## config.mk

```make
export PLATFORM = sky130hd
export DESIGN_NAME = artc_motion_cfg
export DESIGN_NICKNAME = d
export VERILOG_FILES = /design/src/hdl/artc_pkg.sv /design/src/hdl/artc_i2c_slave.sv /design/src/hdl/artc_motion_cfg.sv
export SDC_FILE = /design/constraint.sdc
export NUM_CORES = 1
export LEC_CHECK = 0
export ABC_CLOCK_PERIOD_IN_PS = 4580
export BUFFER_PORTS_ARGS = -buffer_cell sky130_fd_sc_hd__buf_4
export CAP_MARGIN = 20
export CELL_PAD_IN_SITES_DETAIL_PLACEMENT = 2
export CELL_PAD_IN_SITES_GLOBAL_PLACEMENT = 2
export CORE_UTILIZATION = 37
export CTS_CLUSTER_DIAMETER = 50
export DETAILED_ROUTE_END_ITERATION = 8
export PLACE_DENSITY_LB_ADDON = 0.1
export SLEW_MARGIN = 5
export SYNTH_ARGS = -nofsm -noshare
export SYNTH_HDL_FRONTEND = slang
export SYNTH_HIERARCHICAL = 1
export SYNTH_SLANG_ARGS = --single-unit
```

## constraint.sdc

```tcl
create_clock -name clock -period 4.58 [get_ports clock]
set_clock_uncertainty 0.15 [all_clocks]
set_input_delay 0.458 -clock clock [delete_from_list [all_inputs] [get_ports clock]]
set_output_delay 0.458 -clock clock [all_outputs]
set_load 0.05 [all_outputs]
```

## src/hdl/artc_pkg.sv

```systemverilog
// shared constants and types for the rate, debounce and tap configuration block
package artc_pkg;

   // ------------------------------------------------------------
   // register map
   // ------------------------------------------------------------
   localparam logic [7:0] ADDR_X_RESULT   = 8'h00;
   localparam logic [7:0] ADDR_Y_RESULT   = 8'h01;
   localparam logic [7:0] ADDR_Z_RESULT   = 8'h02;
   localparam logic [7:0] ADDR_TILT       = 8'h03;
   localparam logic [7:0] ADDR_MODE       = 8'h07;
   localparam logic [7:0] ADDR_RATE       = 8'h08;
   localparam logic [7:0] ADDR_TAP_CFG    = 8'h09;
   localparam logic [7:0] ADDR_ENG_STATUS = 8'h0b;

   // ------------------------------------------------------------
   // field positions and reset values
   // ------------------------------------------------------------
   localparam int MODE_ACTIVE_BIT  = 0;
   localparam int RATE_SEL_LSB     = 0;
   localparam int DEBOUNCE_LSB     = 5;
   localparam int TAP_THR_LSB      = 0;
   localparam int X_EXCLUDE_BIT    = 5;
   localparam int Y_EXCLUDE_BIT    = 6;
   localparam int Z_EXCLUDE_BIT    = 7;
   localparam logic [7:0] MODE_RESET    = 8'h00;
   localparam logic [7:0] RATE_RESET    = 8'h00;
   localparam logic [7:0] TAP_CFG_RESET = 8'h00;

   // ------------------------------------------------------------
   // rate codes
   // ------------------------------------------------------------
   localparam logic [2:0] RATE_100_SPS    = 3'h2;
   localparam logic [2:0] RATE_50_SPS     = 3'h3;
   localparam logic [2:0] RATE_25_SPS     = 3'h4;
   localparam logic [2:0] RATE_12P5_SPS   = 3'h5;
   localparam logic [2:0] RATE_6P25_SPS   = 3'h6;
   localparam logic [2:0] RATE_3P125_SPS  = 3'h7;

   // ------------------------------------------------------------
   // timing: tap sampling at 200 samples per second
   // ------------------------------------------------------------
   localparam int CLK_PERIOD_NS    = 5;
   localparam int TAP_PERIOD_NS    = 5000000;
   localparam int TAP_PERIOD_CYC   = TAP_PERIOD_NS / CLK_PERIOD_NS;
   localparam int RATE_DIV_W       = 6;

   // ------------------------------------------------------------
   // carriers
   // ------------------------------------------------------------
   typedef struct packed {
      logic [7:0] x;
      logic [7:0] y;
      logic [7:0] z;
   } artc_axes_type;

   typedef struct packed {
      logic       wr_en;
      logic [7:0] addr;
      logic [7:0] data;
   } artc_wr_type;

endpackage

```

## src/hdl/artc_i2c_slave.sv

```systemverilog
// i2c register port: byte pointer, auto-increment writes and reads
module artc_i2c_slave
   import artc_pkg::*;
#(
   parameter logic [6:0] DEV_ADDR = 7'h2a  // arbitrary value
)(
   input  wire logic        clock,
   input  wire logic        reset,
   input  wire logic        scl_in,
   input  wire logic        sda_in,
   output      logic        sda_out,
   output      logic        sda_oe_n,
   output      logic [7:0]  rd_addr,
   input  wire logic [7:0]  rd_data,
   output      artc_wr_type wr
);

   typedef enum logic [8:0] {
      ST_IDLE  = 9'h001,
      ST_ADDR  = 9'h002,
      ST_ACK_A = 9'h004,
      ST_REG   = 9'h008,
      ST_ACK_R = 9'h010,
      ST_WDATA = 9'h020,
      ST_ACK_W = 9'h040,
      ST_RDATA = 9'h080,
      ST_ACK_D = 9'h100
   } artc_i2c_state_type;

   artc_i2c_state_type state_r;
   logic [1:0] scl_sync_r;
   logic [1:0] sda_sync_r;
   logic       scl_prev_r;
   logic       sda_prev_r;
   logic [7:0] shift_r;
   logic [3:0] bits_r;
   logic [7:0] ptr_r;
   logic       read_r;
   logic       ack_ok_r;
   logic       scl_rise;
   logic       scl_fall;
   logic       start_seen;
   logic       stop_seen;

   // ------------------------------------------------------------
   // pin synchronisers and edge detection
   // ------------------------------------------------------------
   // pins are asynchronous: two flops before any decision
   always_ff @(posedge clock or posedge reset) begin
      if (reset) begin
         scl_sync_r <= 2'h3;
         sda_sync_r <= 2'h3;
         scl_prev_r <= 1'b1;
         sda_prev_r <= 1'b1;
      end else begin
         scl_sync_r <= {scl_sync_r[0], scl_in};
         sda_sync_r <= {sda_sync_r[0], sda_in};
         scl_prev_r <= scl_sync_r[1];
         sda_prev_r <= sda_sync_r[1];
      end
   end

   assign scl_rise   = scl_sync_r[1] & ~scl_prev_r;
   assign scl_fall   = ~scl_sync_r[1] & scl_prev_r;
   assign start_seen = scl_sync_r[1] & scl_prev_r & sda_prev_r
                       & ~sda_sync_r[1];
   assign stop_seen  = scl_sync_r[1] & scl_prev_r & ~sda_prev_r
                       & sda_sync_r[1];
   assign sda_out    = 1'b0;     // open drain: only ever pulls low
   assign rd_addr    = ptr_r;

   // ------------------------------------------------------------
   // byte engine
   // ------------------------------------------------------------
   // sda only changes on scl low, so the master never sees a false stop
   always_ff @(posedge clock or posedge reset) begin
      if (reset) begin
         state_r  <= ST_IDLE;
         shift_r  <= 8'h00;
         bits_r   <= 4'h0;
         ptr_r    <= 8'h00;
         read_r   <= 1'b0;
         ack_ok_r <= 1'b0;
         sda_oe_n <= 1'b1;
         wr       <= '0;
      end else begin
         wr.wr_en <= 1'b0;
         if (start_seen) begin
            state_r  <= ST_ADDR;
            bits_r   <= 4'h0;
            sda_oe_n <= 1'b1;
         end else if (stop_seen) begin
            state_r  <= ST_IDLE;
            sda_oe_n <= 1'b1;
         end else if (scl_rise) begin
            if (state_r == ST_ACK_D) begin
               ack_ok_r <= ~sda_sync_r[1];
            end else if (state_r != ST_IDLE) begin
               shift_r <= {shift_r[6:0], sda_sync_r[1]};
               bits_r  <= bits_r + 4'h1;
            end
         end else if (scl_fall) begin
            unique case (state_r)
               ST_IDLE: begin
               end
               ST_ADDR: if (bits_r == 4'h8) begin
                  if (shift_r[7:1] == DEV_ADDR) begin
                     read_r   <= shift_r[0];
                     sda_oe_n <= 1'b0;
                     state_r  <= ST_ACK_A;
                  end else begin
                     state_r  <= ST_IDLE;
                  end
               end
               ST_ACK_A: begin
                  bits_r <= 4'h0;
                  if (read_r) begin
                     shift_r  <= rd_data;
                     sda_oe_n <= rd_data[7];
                     state_r  <= ST_RDATA;
                  end else begin
                     sda_oe_n <= 1'b1;
                     state_r  <= ST_REG;
                  end
               end
               ST_REG: if (bits_r == 4'h8) begin
                  ptr_r    <= shift_r;
                  sda_oe_n <= 1'b0;
                  state_r  <= ST_ACK_R;
               end
               ST_ACK_R, ST_ACK_W: begin
                  if (state_r == ST_ACK_W) begin
                     ptr_r <= ptr_r + 8'h01;
                  end
                  sda_oe_n <= 1'b1;
                  bits_r   <= 4'h0;
                  state_r  <= ST_WDATA;
               end
               ST_WDATA: if (bits_r == 4'h8) begin
                  wr       <= '{wr_en: 1'b1, addr: ptr_r, data: shift_r};
                  sda_oe_n <= 1'b0;
                  state_r  <= ST_ACK_W;
               end
               ST_RDATA: begin
                  if (bits_r == 4'h8) begin
                     sda_oe_n <= 1'b1;
                     ptr_r    <= ptr_r + 8'h01;
                     state_r  <= ST_ACK_D;
                  end else begin
                     sda_oe_n <= shift_r[7];  // shifted on the rise
                  end
               end
               ST_ACK_D: begin
                  bits_r <= 4'h0;
                  if (ack_ok_r) begin
                     shift_r  <= rd_data;
                     sda_oe_n <= rd_data[7];
                     state_r  <= ST_RDATA;
                  end else begin
                     state_r  <= ST_IDLE;
                  end
               end
               default: state_r <= ST_IDLE;
            endcase
         end
      end
   end

endmodule

```

## src/hdl/artc_motion_cfg.sv

```systemverilog
// motion engine configuration: output rate, tilt debounce, tap compare
//
// Functional notes
// - code 011 updates results at 50 sps
// - code 100 updates results at 25 sps
// - code 101 updates results at 12.5 sps
// - code 110 updates results at 6.25 sps
// - code 111 updates results at 3.125 sps
// - tap sampling always 200 sps when active
// - tap compares abs consecutive difference to threshold
// - free-fall disabled for codes 010 to 111
// - each rate sample written to axis results
// - debounce 000 updates tilt every reading
// - debounce code n needs n+1 matches
// - tap exclude bits drop z, y, x
// - threshold code n (code 0 taken as 1) means n times 62.5 mg
// - active entry starts at programmed rate
module artc_motion_cfg
   import artc_pkg::*;
#(
   parameter int         TAP_TICK_CYC  = TAP_PERIOD_CYC,
   parameter int         TAP_STEP_LSB  = 1,
   parameter logic [6:0] DEV_ADDR      = 7'h2a  // arbitrary value
)(
   input  wire logic          clock,
   input  wire logic          reset,
   input  wire logic          scl_in,
   input  wire logic          sda_in,
   output      logic          sda_out,
   output      logic          sda_oe_n,
   input  wire artc_axes_type axis_sample,
   input  wire logic [2:0]    orient_sample,
   output      artc_axes_type axis_result,
   output      logic [2:0]    orientation,
   output      logic          active,
   output      logic          tap_tick,
   output      logic          rate_tick,
   output      logic [2:0]    tap_hit,
   output      logic          freefall_enable
);

   initial begin
      if (TAP_TICK_CYC < 2 || TAP_STEP_LSB < 1 || TAP_STEP_LSB > 8) begin
         $error("artc_motion_cfg: unsupported parameter value");
      end
   end

   localparam int TICK_W = $clog2(TAP_TICK_CYC);

   logic [7:0]            mode_r;
   logic [7:0]            rate_cfg_r;
   logic [7:0]            tap_cfg_r;
   logic                  active_d_r;
   logic                  entry;
   logic [TICK_W-1:0]     tick_cnt_r;
   logic [RATE_DIV_W-1:0] div_cnt_r;
   logic [RATE_DIV_W-1:0] div_mask;
   artc_axes_type         prev_r;
   logic                  prev_ok_r;
   logic [2:0]            cand_r;
   logic [2:0]            match_r;
   logic [2:0]            last_hit_r;
   logic [7:0]            rd_addr;
   logic [7:0]            rd_data;
   artc_wr_type           wr;
   logic [2:0]            rate_sel;
   logic [2:0]            debounce;
   logic [2:0]            exclude;
   logic [7:0]            thr_lsb;

   // ------------------------------------------------------------
   // helpers
   // ------------------------------------------------------------
   // absolute difference of two signed axis readings, 9 bits wide
   function automatic logic [8:0] abs_diff(input logic [7:0] a,
                                           input logic [7:0] b);
      logic signed [8:0] d;
      d = $signed({a[7], a}) - $signed({b[7], b});
      abs_diff = d[8] ? 9'(-d) : 9'(d);
   endfunction

   // number of 200 sps ticks per output sample, less one
   function automatic logic [RATE_DIV_W-1:0] rate_mask(
      input logic [2:0] code);
      rate_mask = '0;
      if (code >= RATE_100_SPS) begin
         rate_mask = RATE_DIV_W'((7'h1 << (code - 3'h1)) - 7'h1);
      end
   endfunction

   // ------------------------------------------------------------
   // register port
   // ------------------------------------------------------------
   artc_i2c_slave #(
      .DEV_ADDR (DEV_ADDR)
   ) u_port (
      .clock    (clock),
      .reset    (reset),
      .scl_in   (scl_in),
      .sda_in   (sda_in),
      .sda_out  (sda_out),
      .sda_oe_n (sda_oe_n),
      .rd_addr  (rd_addr),
      .rd_data  (rd_data),
      .wr       (wr)
   );

   assign rate_sel = rate_cfg_r[RATE_SEL_LSB +: 3];
   assign debounce = rate_cfg_r[DEBOUNCE_LSB +: 3];
   assign exclude  = {tap_cfg_r[Z_EXCLUDE_BIT], tap_cfg_r[Y_EXCLUDE_BIT],
                      tap_cfg_r[X_EXCLUDE_BIT]};
   assign active   = mode_r[MODE_ACTIVE_BIT];
   assign entry    = active & ~active_d_r;

   // configuration writes; the host is trusted to be in standby here
   always_ff @(posedge clock or posedge reset) begin
      if (reset) begin
         mode_r     <= MODE_RESET;
         rate_cfg_r <= RATE_RESET;
         tap_cfg_r  <= TAP_CFG_RESET;
      end else if (wr.wr_en) begin
         if (wr.addr == ADDR_MODE) begin
            mode_r <= wr.data & 8'hc1;
         end
         if (wr.addr == ADDR_RATE) begin
            rate_cfg_r <= wr.data & 8'he7;
         end
         if (wr.addr == ADDR_TAP_CFG) begin
            tap_cfg_r <= wr.data;
         end
      end
   end

   // read mux; unmapped addresses return zero
   always_comb begin
      unique case (rd_addr)
         ADDR_X_RESULT:   rd_data = axis_result.x;
         ADDR_Y_RESULT:   rd_data = axis_result.y;
         ADDR_Z_RESULT:   rd_data = axis_result.z;
         ADDR_TILT:       rd_data = {5'h00, orientation};
         ADDR_MODE:       rd_data = mode_r;
         ADDR_RATE:       rd_data = rate_cfg_r;
         ADDR_TAP_CFG:    rd_data = tap_cfg_r;
         ADDR_ENG_STATUS: rd_data = {3'h0, last_hit_r, active,
                                     freefall_enable};
         default:         rd_data = 8'h00;
      endcase
   end

   // ------------------------------------------------------------
   // rate generation
   // ------------------------------------------------------------
   // fixed 200 sps tap tick, restarted at active entry
   always_ff @(posedge clock or posedge reset) begin
      if (reset) begin
         active_d_r <= 1'b0;
         tick_cnt_r <= '0;
         tap_tick   <= 1'b0;
      end else begin
         active_d_r <= active;
         tap_tick   <= 1'b0;
         if (!active || entry) begin
            tick_cnt_r <= '0;
         end else if (tick_cnt_r == TICK_W'(TAP_TICK_CYC - 1)) begin
            tick_cnt_r <= '0;
            tap_tick   <= 1'b1;
         end else begin
            tick_cnt_r <= tick_cnt_r + 1'b1;
         end
      end
   end

   // slower output rates are divisions of the tap tick
   assign div_mask  = rate_mask(rate_sel);
   assign rate_tick = tap_tick & ((div_cnt_r & div_mask) == div_mask);

   always_ff @(posedge clock or posedge reset) begin
      if (reset) begin
         div_cnt_r <= '0;
      end else if (entry) begin
         div_cnt_r <= '0;
      end else if (tap_tick) begin
         div_cnt_r <= div_cnt_r + 1'b1;
      end
   end

   // free-fall only runs at the two fastest codes
   assign freefall_enable = active & (rate_sel < RATE_100_SPS);

   // ------------------------------------------------------------
   // axis results
   // ------------------------------------------------------------
   always_ff @(posedge clock or posedge reset) begin
      if (reset) begin
         axis_result <= '0;
      end else if (rate_tick) begin
         axis_result <= axis_sample;
      end
   end

   // ------------------------------------------------------------
   // tilt debounce
   // ------------------------------------------------------------
   // match_r counts agreeing readings of the candidate, saturating at 7
   always_ff @(posedge clock or posedge reset) begin
      if (reset) begin
         cand_r      <= 3'h0;
         match_r     <= 3'h0;
         orientation <= 3'h0;
      end else if (entry) begin
         match_r <= 3'h0;
      end else if (rate_tick) begin
         if (debounce == 3'h0) begin
            orientation <= orient_sample;
         end else if (match_r == 3'h0 || orient_sample != cand_r) begin
            cand_r  <= orient_sample;
            match_r <= 3'h1;
         end else begin
            if (match_r != 3'h7) begin
               match_r <= match_r + 3'h1;
            end
            if (match_r >= debounce) begin
               orientation <= cand_r;
            end
         end
      end
   end

   // ------------------------------------------------------------
   // tap compare
   // ------------------------------------------------------------
   // code zero is clamped to one step, so 00000 and 00001 match
   assign thr_lsb = 8'(((tap_cfg_r[TAP_THR_LSB +: 5] == 5'h00) ? 5'h01
                        : tap_cfg_r[TAP_THR_LSB +: 5])
                       * TAP_STEP_LSB);

   always_ff @(posedge clock or posedge reset) begin
      if (reset) begin
         prev_r     <= '0;
         prev_ok_r  <= 1'b0;
         tap_hit    <= 3'h0;
         last_hit_r <= 3'h0;
      end else begin
         tap_hit <= 3'h0;
         if (!active) begin
            prev_ok_r <= 1'b0;
         end else if (tap_tick) begin
            prev_r    <= axis_sample;
            prev_ok_r <= 1'b1;
            if (prev_ok_r) begin
               tap_hit <= ~exclude & {
                  abs_diff(axis_sample.z, prev_r.z) > {1'b0, thr_lsb},
                  abs_diff(axis_sample.y, prev_r.y) > {1'b0, thr_lsb},
                  abs_diff(axis_sample.x, prev_r.x) > {1'b0, thr_lsb}
               };
            end
         end
         if (tap_hit != 3'h0) begin
            last_hit_r <= tap_hit;
         end
      end
   end

endmodule

```

# After elaboration in Yosys (flattened, before gate mapping)
# Index checks and enable logic that the tools add are counted.
word_totals:
  reg_bits: 164
  in_bits: 31
  output_inout_bits: 36
  wordCells: 233
op_classes:
  add_sub_neg: 13
  magnitude_cmp: 6
  n_eq_ne: 48
  shifts: 1
  mux: 72
  bitwise: 23
  n_reduce_logical: 37
op_table:
  columns: ["operator", "n"]
  rows:
  - ["17-bit 2-to-1 mux", 6]
  - ["9-bit 2-to-1 mux", 11]
  - ["8-bit 2-to-1 mux", 11]
  - ["9-bit case mux with 8 select lines", 1]
  - ["8-bit case mux with 8 select lines", 1]
  - ["8-bit by 4-bit == test with 1-bit output (second input constant)", 5]
  - ["20-bit 2-to-1 mux", 2]
  - ["3-bit 2-to-1 mux", 12]
  - ["4-bit 2-to-1 mux", 7]
  - ["4-bit by 1-bit inequality test with 1-bit output (second input constant)", 7]
  - ["9-bit by 5-bit > comparator with 1-bit output", 3]
  - ["9-bit negator", 3]
  - ["8-bit by 8-bit subtractor with 9-bit output", 3]
  - ["8-bit case mux with 3 select lines", 1]
  - ["7-bit AND reduction", 3]
  - ["3-bit nonzero test", 7]
  - ["20-bit by 1-bit adder with 20-bit output (second input constant)", 1]
  - ["20-bit == test (second input constant)", 1]
  - ["6-bit 2-to-1 mux", 3]
  - ["8-bit by 2-bit == test with 1-bit output (second input constant)", 2]
  - ["8-bit by 3-bit == test with 1-bit output (second input constant)", 2]
  - ["8-bit case mux with 2 select lines", 1]
  - ["8-bit AND reduction", 2]
  - ["1-bit 2-to-1 mux", 14]
  - ["51 further kinds", 91]

# Logic depth before layout (Yosys ltp)
# Gate-level depths: netlist (run 1).
depth:
  depth_word: 9
  depth_mapped: 17
  ltp_nobuf: 17

# Cells and area by module
# Netlist (run 1), hierarchy kept.
by_module_without_submodules:
  columns: ["mod", "instances", "cells_per_inst", "area_each_um2"]
  rows:
  - ["artc_motion_cfg", 1, 679, 6756.5]
  - ["artc_i2c_slave", 1, 295, 2951.6]

# Worst setup path after synthesis (run 1)
# No wires, ideal clock.
synth_timing:
  path_type: "in2reg"
  from: "input port axis_sample[0] (netlist name)"
  to: "register tap_hit[2]"
  setup_time_ps: 124
  arrival_ps: 3060
  path_slack_ps: 1246
  cell_stages: 14
  cell_sequence: "inv_1 > ha_1 > fa_1 > nand2b_1 > a21oi_1 > nand2_1 > o2bb2ai_1 > o21ai_0 > nand2b_1 > xnor2_1 > ha_1 > a211oi_1 > a21oi_1 > o31a_1"
synth_between:
  elab_chain_cells: 8
synth_rtl:
  columns: ["item", "line", "text"]
  rows:
  - ["start, declared", "artc_motion_cfg.sv:31", "input wire artc_axes_type axis_sample,"]
  - ["8-bit by 8-bit subtractor with 9-bit output *", "artc_motion_cfg.sv:78", "d = $signed({a[7], a}) - $signed({b[7], b});"]
  - ["9-bit negator", "artc_motion_cfg.sv:79", "abs_diff = d[8] ? 9'(-d) : 9'(d);"]
  - ["9-bit 2-to-1 mux *", "artc_motion_cfg.sv:79", null]
  - ["9-bit by 5-bit > comparator with 1-bit output *", "artc_motion_cfg.sv:252", "abs_diff(axis_sample.z, prev_r.z) > {1'b0, thr_lsb},"]
  - ["3-bit bitwise AND *", "artc_motion_cfg.sv:251", "tap_hit <= ~exclude & {"]
  - ["3-bit 2-to-1 mux *", "artc_motion_cfg.sv:250", "if (prev_ok_r) begin"]
  - ["3-bit 2-to-1 mux *", "artc_motion_cfg.sv:247", "end else if (tap_tick) begin"]
  - ["3-bit 2-to-1 mux *", "artc_motion_cfg.sv:245", "if (!active) begin"]
  - ["end signal, assigned", "artc_motion_cfg.sv:251", null]
  - ["end, declared", "artc_motion_cfg.sv:38", "output logic [2:0] tap_hit,"]
# Every way passes the cells marked *; elsewhere a longest branch is shown, timed or not.
# A chain may end at the register's enable or synchronous reset.

# Worst setup path in the final report (run 1)
layout_timing:
  from: "register prev_r[8] (netlist name)"
  to: "register tap_hit[1]"
layout_between:
  elab_chain_cells: 8
layout_rtl:
  columns: ["item", "line", "text"]
  rows:
  - ["start, declared", "artc_motion_cfg.sv:58", "artc_axes_type prev_r;"]
  - ["start signal, assigned", "artc_motion_cfg.sv:248", "prev_r <= axis_sample;"]
  - ["8-bit by 8-bit subtractor with 9-bit output *", "artc_motion_cfg.sv:78", null]
  - ["9-bit negator", "artc_motion_cfg.sv:79", null]
  - ["9-bit 2-to-1 mux *", "artc_motion_cfg.sv:79", null]
  - ["9-bit by 5-bit > comparator with 1-bit output *", "artc_motion_cfg.sv:253", "abs_diff(axis_sample.y, prev_r.y) > {1'b0, thr_lsb},"]
  - ["3-bit bitwise AND *", "artc_motion_cfg.sv:251", null]
  - ["3-bit 2-to-1 mux *", "artc_motion_cfg.sv:250", null]
  - ["3-bit 2-to-1 mux *", "artc_motion_cfg.sv:247", null]
  - ["3-bit 2-to-1 mux *", "artc_motion_cfg.sv:245", null]
# Marks and branches as above.

==> results of run 1 <==
[through the flow]
stage,setup WS (ps),util (%),total power [mW]
3_3_place_gp,934,41.2,2.12
3_5_place_dp,829,41.2,2.14
2_1_floorplan,1100,-,1.98
6_report,1060,43.6,3.57
4_1_cts,1030,43.6,3.63
5_1_grt,749,43.6,3.75
[sequential cells by signal, summed over array words and instances, names as in the netlist, 2 cells and up]
| signal | cells |
|---|---|
| div_cnt_r | 6 |
| axis_result | 24 |
| u_port/state_r | 9 |
| orientation | 3 |
| tick_cnt_r | 20 |
| mode_r | 3 |
| u_port/sda_sync_r | 2 |
| tap_hit | 3 |
| match_r | 3 |
| rate_cfg_r | 6 |
| cand_r | 3 |
| u_port/wr | 17 |
| u_port/bits_r | 4 |
| prev_r | 24 |
| last_hit_r | 3 |
| u_port/scl_sync_r | 2 |
| u_port/shift_r | 8 |
| tap_cfg_r | 8 |
| u_port/rd_addr | 8 |
[layer usage]
metal	share of wire, %	wire length (um)	vias to the layer above
li1	-	-	3589
met1	49	13700	3896
met2	48	13300	67
met3	2.3	636	18
met4	0.99	276	0
met5	0	0	-
[cell type report]
class	count	share of cell area (%)
Clock buffer	19	3.99
Clock inverter	13	1.26
Inverter	53	1.81
Multi-Input combinational cell	726	47.2
Sequential cell	164	37.0
Tap cell	330	3.72
Timing Repair Buffer	73	4.98
[worst register-to-register path: stages, from the launching register on]
cell and delay [ps]:
dfrtp_1 390, ha_1 210, fa_1 400, nand2b_1 170, a21oi_1 210, nand2_1 90, o2bb2ai_1 190, o21ai_1 340
nand2b_1 170, xnor2_1 70, ha_1 340, a211oi_1 250, a21oi_1 120, o31a_1 300
[worst max-delay path by stage]
stage / from / to / slack, ps / cells after the start
2_1_floorplan: reset / active_d_r / 1100 / 1
3_3_place_gp: axis_sample[0] / tap_hit[2] / 930 / 15
3_5_place_dp: axis_sample[0] / tap_hit[2] / 830 / 16
4_1_cts: prev_r[0] / tap_hit[2] / 1030 / 14
5_1_grt: prev_r[0] / tap_hit[2] / 750 / 14
6_report: prev_r[8] / tap_hit[1] / 1060 / 13
[power groups by stage]
stage | Clock [mW] | Sequential [mW] | Combinational [mW]
after CTS | 1.51 | 1.54 | 0.579
after global placement | 0 | 1.57 | 0.551
after global routing | 1.55 | 1.55 | 0.649
after floorplan | 0 | 1.56 | 0.429
after detailed placement | 0 | 1.57 | 0.571
final | 1.46 | 1.54 | 0.568
[logic make-up after synthesis]
| logic type | Yosys count | synth area share, % |
|---|---|---|
| buffers and inverters | 84 | 3.61 |
| DFF | 164 | 42.4 |
| adders and majority gates | 61 | 8.09 |
| other | 1 | 0.0386 |
| muxes | 108 | 12.2 |
| and+or+nand+nor | 318 | 16.3 |
| xor gates and xnor gates | 54 | 4.87 |
| AOI/OAI and AO/OA | 184 | 12.6 |
[cell usage in the layout, fill, tap and decap left out, types with 8 or more instances in the layout]
cell,netlist,layout
nand4_1,16,16
clkbuf_16,0,17
nor3_1,16,16
dfrtp_1,156,156
dfstp_2,8,8
xnor2_1,23,23
nand3_1,35,35
a21o_1,12,12
nor2_1,83,83
inv_1,53,51
buf_4,3,71
mux2_2,79,79
xor2_1,31,31
nand2b_1,21,21
mux2i_1,29,29
a21oi_1,42,42
o21ai_0,51,51
nor2b_1,15,15
ha_1,58,58
nand2_1,81,81
==> out/qor.csv, run 1 <==
metric;value;unit
slew_viol_final;0;
syn-num-nets;1066;
worstPathRequired;4740;ps
nets;1127;
gr-total-overflow;0;
cts_tree;yes;
grt_util_met2;37.2;%
yosysWarningCount;6;
netlist_top_cells_count;dfrtp_1, nor2_1, nand2_1;
relSlewSlack;31.2;%
multi_input_area;5240;um^2
power.density;322;nW/um^2
grt_pass1_wl;45800;um
critPathLaunchType;flop;
r2r_start;prev_r[8];
crit_fanout;5;
setup_viol;0;
first_global_vias;8306;
nFillCells;2722;
synth_cells;974;
use_met1;30.3;%
dpl.cell_count;1344;
via_count;7570;
period_share;76.9;%
drc;0;
routed_wl;27900;um
io_pins;67;
r2r_cells;13;
yosys-top-cells-area;dfrtp_1, mux2_2, ha_1;
synth_seq_area_share;42.4;%
timing.fmax;284;MHz
synth_ff_type;dfrtp_1;
grt_max_degree;65;
drive_gt1_share;20.1;%
crit_arrival;3690;ps
status;completed;
yosys.cell_count.top_type;dfrtp_1;
gp_congestion;0.790;
pwr-share-clk;40.9;%
cts_max_path_buffers;2;
synth-seq-cells;164;
swShare;29.5;%
synth_area;9710;um^2
path_cells;ha_1 -> fa_1 -> nand2b_1 -> a21oi_1 -> nand2_1 -> o2bb2ai_1 -> o21ai_1 -> nand2b_1 -> xnor2_1 -> ha_1 -> a211oi_1 -> a21oi_1 -> o31a_1;
grt_usage;22.2;%
p_switching;1.06;mW
vias_per_cell;5.49;
dr.pass1.iters;5;
synth_largest_area_cell;dfrtp_1;
die-area;26900;um^2
cts_root_buf;clkbuf_16;
dp_hpwl;20400;um
die_w;164;um
area_delta_synth_final;14.4;%
worstMarginPinSlew;1020;ps
wl_per_cell;20.2;um
end_kind;flop;
postSynthAreaPerCell;9.97;um^2
crit_type;reg -> reg;
antenna_cells;0;
fp.dieH;164;um
post_dp_cell_area;10500;um^2
rsz0062_at_grt;no;
p_leak;5.09;nW
clock_latency;440;ps
port-buffer-count;65;
cts-resized-gates;0;
drv_cap;0;
cts.sinks;164;
fin_crit;3520;ps
postCtsHoldBufs;2;
cp_slowest_cell;fa_1;
power_frac_comb;15.9;%
finalSetupTns;0;ps
synth_top_area_share;40.2;%
p_seq_share;43.2;%
cpLargestDelayFamily;compound AO/OA/AOI/OAI gates;
clkSlewWorstSetupHoldPaths;70;ps
hold_viol_final;0;
synthArstFlopShare;100;%
cp_num_buf_inv;0;
first_iter_violations;317;
post_cts_buffers;0;
r2r-end;tap_hit[1];
grt.busiest_layer;met2;
r2r_setup_slack;1060;ps
initial_core_util;38.1;%
grt_antenna_before_repair;0;
peakVddDrop;177;uV
max_stage_delay;400;ps
placementRows;58;
htree_levels;4;
fin_hold_ws;55.5;ps
ys_types;76;
postRouteAntennaNets;0;
synth-edff-count;0;
p_int;2.52;mW
fin_cells;1378;
min_path_type;in -> async;
final_cell_area;11100;um^2
core_area;25500;um^2
seq_area;4110;um^2
numCtsBuffers;17;
grt_util_met3;3.38;%
(Power assumes the default switching activity.)
==> inputs of run 2 (changes only) <==
ABC_AREA = 1   (was not set)
ABC_CLOCK_PERIOD_IN_PS = 3300   (was 4580)
CORE_UTILIZATION = 36   (was 37)
clock period = 3.3 ns   (was 4.58 ns; I/O delays follow)
==> out/qor.csv, run 2 <==
metric;value;unit;change
status;completed;;
min_path_type;in -> reg;;
cpLargestDelayFamily;adder cells;;
initial_core_util;37.0;%;-1.1 points
yosysWarningCount;6;;unchanged
power.density;520;nW/um^2;+61%
synth_seq_area_share;38.2;%;-4.1 points
timing.fmax;318;MHz;+12%
crit_arrival;3320;ps;-370 ps
die-area;30600;um^2;+14%
end_kind;flop;;
critPathLaunchType;flop;;
fin_crit;3140;ps;-381 ps
worstPathRequired;3480;ps;-1260 ps
cts_root_buf;clkbuf_16;;
cts.sinks;164;;unchanged
crit_type;reg -> reg;;
cp_slowest_cell;dfrtp_1;;
synth_largest_area_cell;dfrtp_1;;
first_global_vias;11100;;+33%
synth-edff-count;0;;unchanged
fp.dieH;175;um;+6.7%
cp_num_buf_inv;4;;+4
synthArstFlopShare;100;%;unchanged
io_pins;67;;unchanged
final_cell_mix;nand2_1, inv_1, dfrtp_1;;
period_share;95.2;%;+18 points
path_cells;ha_2 -> fa_2 -> inv_1 -> nand2_2 -> nand2_2 -> nand3_1 -> nand2_1 -> nand2_1 -> nand2_2 -> inv_1 -> o21ai_1 -> xnor2_1 -> inv_1 -> ha_1 -> nand2_1 -> inv_1 -> nand2_1 -> nand2_1 -> o21ai_0 -> nand2_1 -> a21oi_1 -> a21oi_1;;
ys_types;54;;-29%
via_count;10000;;+32%
clkSlewWorstSetupHoldPaths;70;ps;about the same
postSynthAreaPerCell;7.27;um^2;-27%
htree_levels;4;;unchanged
final_common_cell;nand2_1;;
drc;0;;unchanged
dp_hpwl;27700;um;+35%
dpl.cell_count;1919;;+43%
fin_cells;1959;;+42%
core_area;29100;um^2;+14%
synth_cells;1481;;+52%
grt_antenna_before_repair;0;;unchanged
numCtsBuffers;17;;unchanged
placementRows;62;;+6.9%
synth_ff_type;dfrtp_1;;
die_w;175;um;+6.7%
drive_gt1_share;14.1;%;-6.0 points
netlist_top_cells_count;nand2_1, inv_1, dfrtp_1;;
max_stage_delay;390;ps;about the same
grt_usage;24.9;%;+2.6 points
gp_congestion;0.841;;+6.4%
dr.pass1.iters;6;;+1
setup_viol;0;;unchanged
cts_max_path_buffers;2;;unchanged
crit_fanout;5;;unchanged
yosys-top-cells-area;dfrtp_1, nand2_1, inv_1;;
peakVddDrop;416;uV;+140%
cts_tree;yes;;
slew_viol_final;0;;unchanged
multi_input_area;5690;um^2;+8.5%
area_delta_synth_final;15.5;%;
grt_pass1_wl;59900;um;+31%
gr-total-overflow;0;;unchanged
p_leak;6.54;nW;+29%
vias_per_cell;5.11;;-6.9%
synth_top_area_share;36.3;%;-3.9 points
hold_viol_final;0;;unchanged
routed_wl;36400;um;+30%
finalPower;6.46;mW;+81%
relSlewSlack;48.7;%;+18 points
grt_max_degree;61;;-6.2%
port-buffer-count;65;;unchanged
cpMostUsedCell;nand2_1;;
wl_per_cell;18.6;um;-8.2%
nFillCells;3467;;+27%
nets;1654;;+47%
antenna_cells;0;;unchanged
reg_top3;axis_result: 24 flops, prev_r: 24 flops, tick_cnt_r: 20 flops;;
synth-seq-cells;164;;unchanged
postRouteAntennaNets;0;;unchanged
clock_latency;440;ps;about the same
drv_cap;0;;unchanged
synth_area;10800;um^2;+11%
syn-num-nets;1573;;+48%
worstMarginPinSlew;769;ps;-254 ps
first_iter_violations;350;;+10%
seq_area;4110;um^2;unchanged
yosys.cell_count.top_type;nand2_1;;
[run 2: cell count changes in the layout (fill, tap and decap cells not counted), moves of 24 or more]
cell,before,now
inv_1,51,221
nand3_1,35,107
nand2_1,81,410
o21ai_0,51,95
nor2_1,83,116
o21ai_1,7,31
mux2i_1,29,1
mux2_2,79,0
[run 2: worst register-to-register path, cell delays in order, from the launching register on]
cell and delay (ps):
dfrtp_1 390, ha_2 200, fa_2 350, inv_1 110, nand2_2 80, nand2_2 100
nand3_1 90, nand2_1 80, nand2_1 60, nand2_2 130, inv_1 100, o21ai_1 140
xnor2_1 140, inv_1 60, ha_1 290, nand2_1 90, inv_1 40, nand2_1 60
nand2_1 40, o21ai_0 90, nand2_1 80, a21oi_1 120, a21oi_1 80
[run 2: repair_timing]
| action | in CTS | in global routing |
|---|---|---|
| resized for setup | 0 | 23 |
| setup buffers | 0 | 1 |
| hold endpoints to repair | 47 | 0 |
| hold buffers | 7 | 0 |
| setup endpoints to repair | 0 | 3 |
[run 2: power breakdown]
| part | internal [mW] | switching, mW |
|---|---|---|
| Combinational | 0.678 | 1.49 |
| Sequential | 2.16 | 0.161 |
| Clock | 1.05 | 0.922 |
| Total | 3.88 | 2.57 |
[run 2: stage by stage]
| step | utilization [%] | hold WS [ps] | worst slack, ps | TNS (ps) | cell area (um^2) |
|---|---|---|---|---|---|
| 3_5_place_dp | 40.2 | 205 | -86.8 | -167 | 11700 |
| 4_1_cts | 42.4 | 4.99 | 9.36 | 0 | 12300 |
| 6_report | 42.7 | 26.2 | 157 | 0 | 12400 |
| 2_1_floorplan | - | 184 | 382 | 0 | 10800 |
| 3_3_place_gp | 40.2 | 203 | 86.9 | 0 | 11700 |
| 5_1_grt | 42.7 | 23.5 | -58.8 | -58.8 | 12400 |
[run 2: layout make-up]
type                       count  share of cell area, %
multi-input combinational   1055                   45.8
sequential                   164                   33.1
inverter                     238                   7.30
timing repair buffer          86                   5.44
tap                          384                   3.87
clock buffer                  18                   3.45
clock inverter                14                   1.03
[run 2: routing by layer]
metal | routed length [um] | vias to the layer above | GRT usage (%)
met5 | 0 | - | 0
met4 | 360 | 0 | 5.22
met3 | 1020 | 26 | 4.24
met2 | 18600 | 77 | 44.6
met1 | 16300 | 5026 | 31.1
li1 | - | 4889 | -
[run 2: final timing paths]
kind	from	endpoint	slack, ps	cells past startpoint
hold reg to reg	u_port/scl_sync_r[0]	u_port/scl_sync_r[1]	210	0
hold / removal	axis_sample[15]	axis_result[15]	30	3
max in group asynchronous	reset	prev_r[2]	1810	4
setup reg to reg	prev_r[16]	tap_hit[0]	160	22
min in group asynchronous	reset	rate_cfg_r[6]	420	3
setup / recovery	prev_r[16]	tap_hit[0]	160	22
[run 2: kinds of logic (layout without fill, tap and decap cells)]
logic type | count (synthesis) | count (layout) | synth area share, %
and+or+nand+nor | 745 | 745 | 31.0
buffers and inverters | 262 | 356 | 9.68
AOI/OAI and AO/OA | 220 | 220 | 11.5
DFF | 164 | 164 | 38.2
adders and majority gates | 61 | 61 | 7.30
xor gates and xnor gates | 27 | 27 | 2.20
other | 1 | 1 | 0.0348
muxes | 1 | 1 | 0.0930
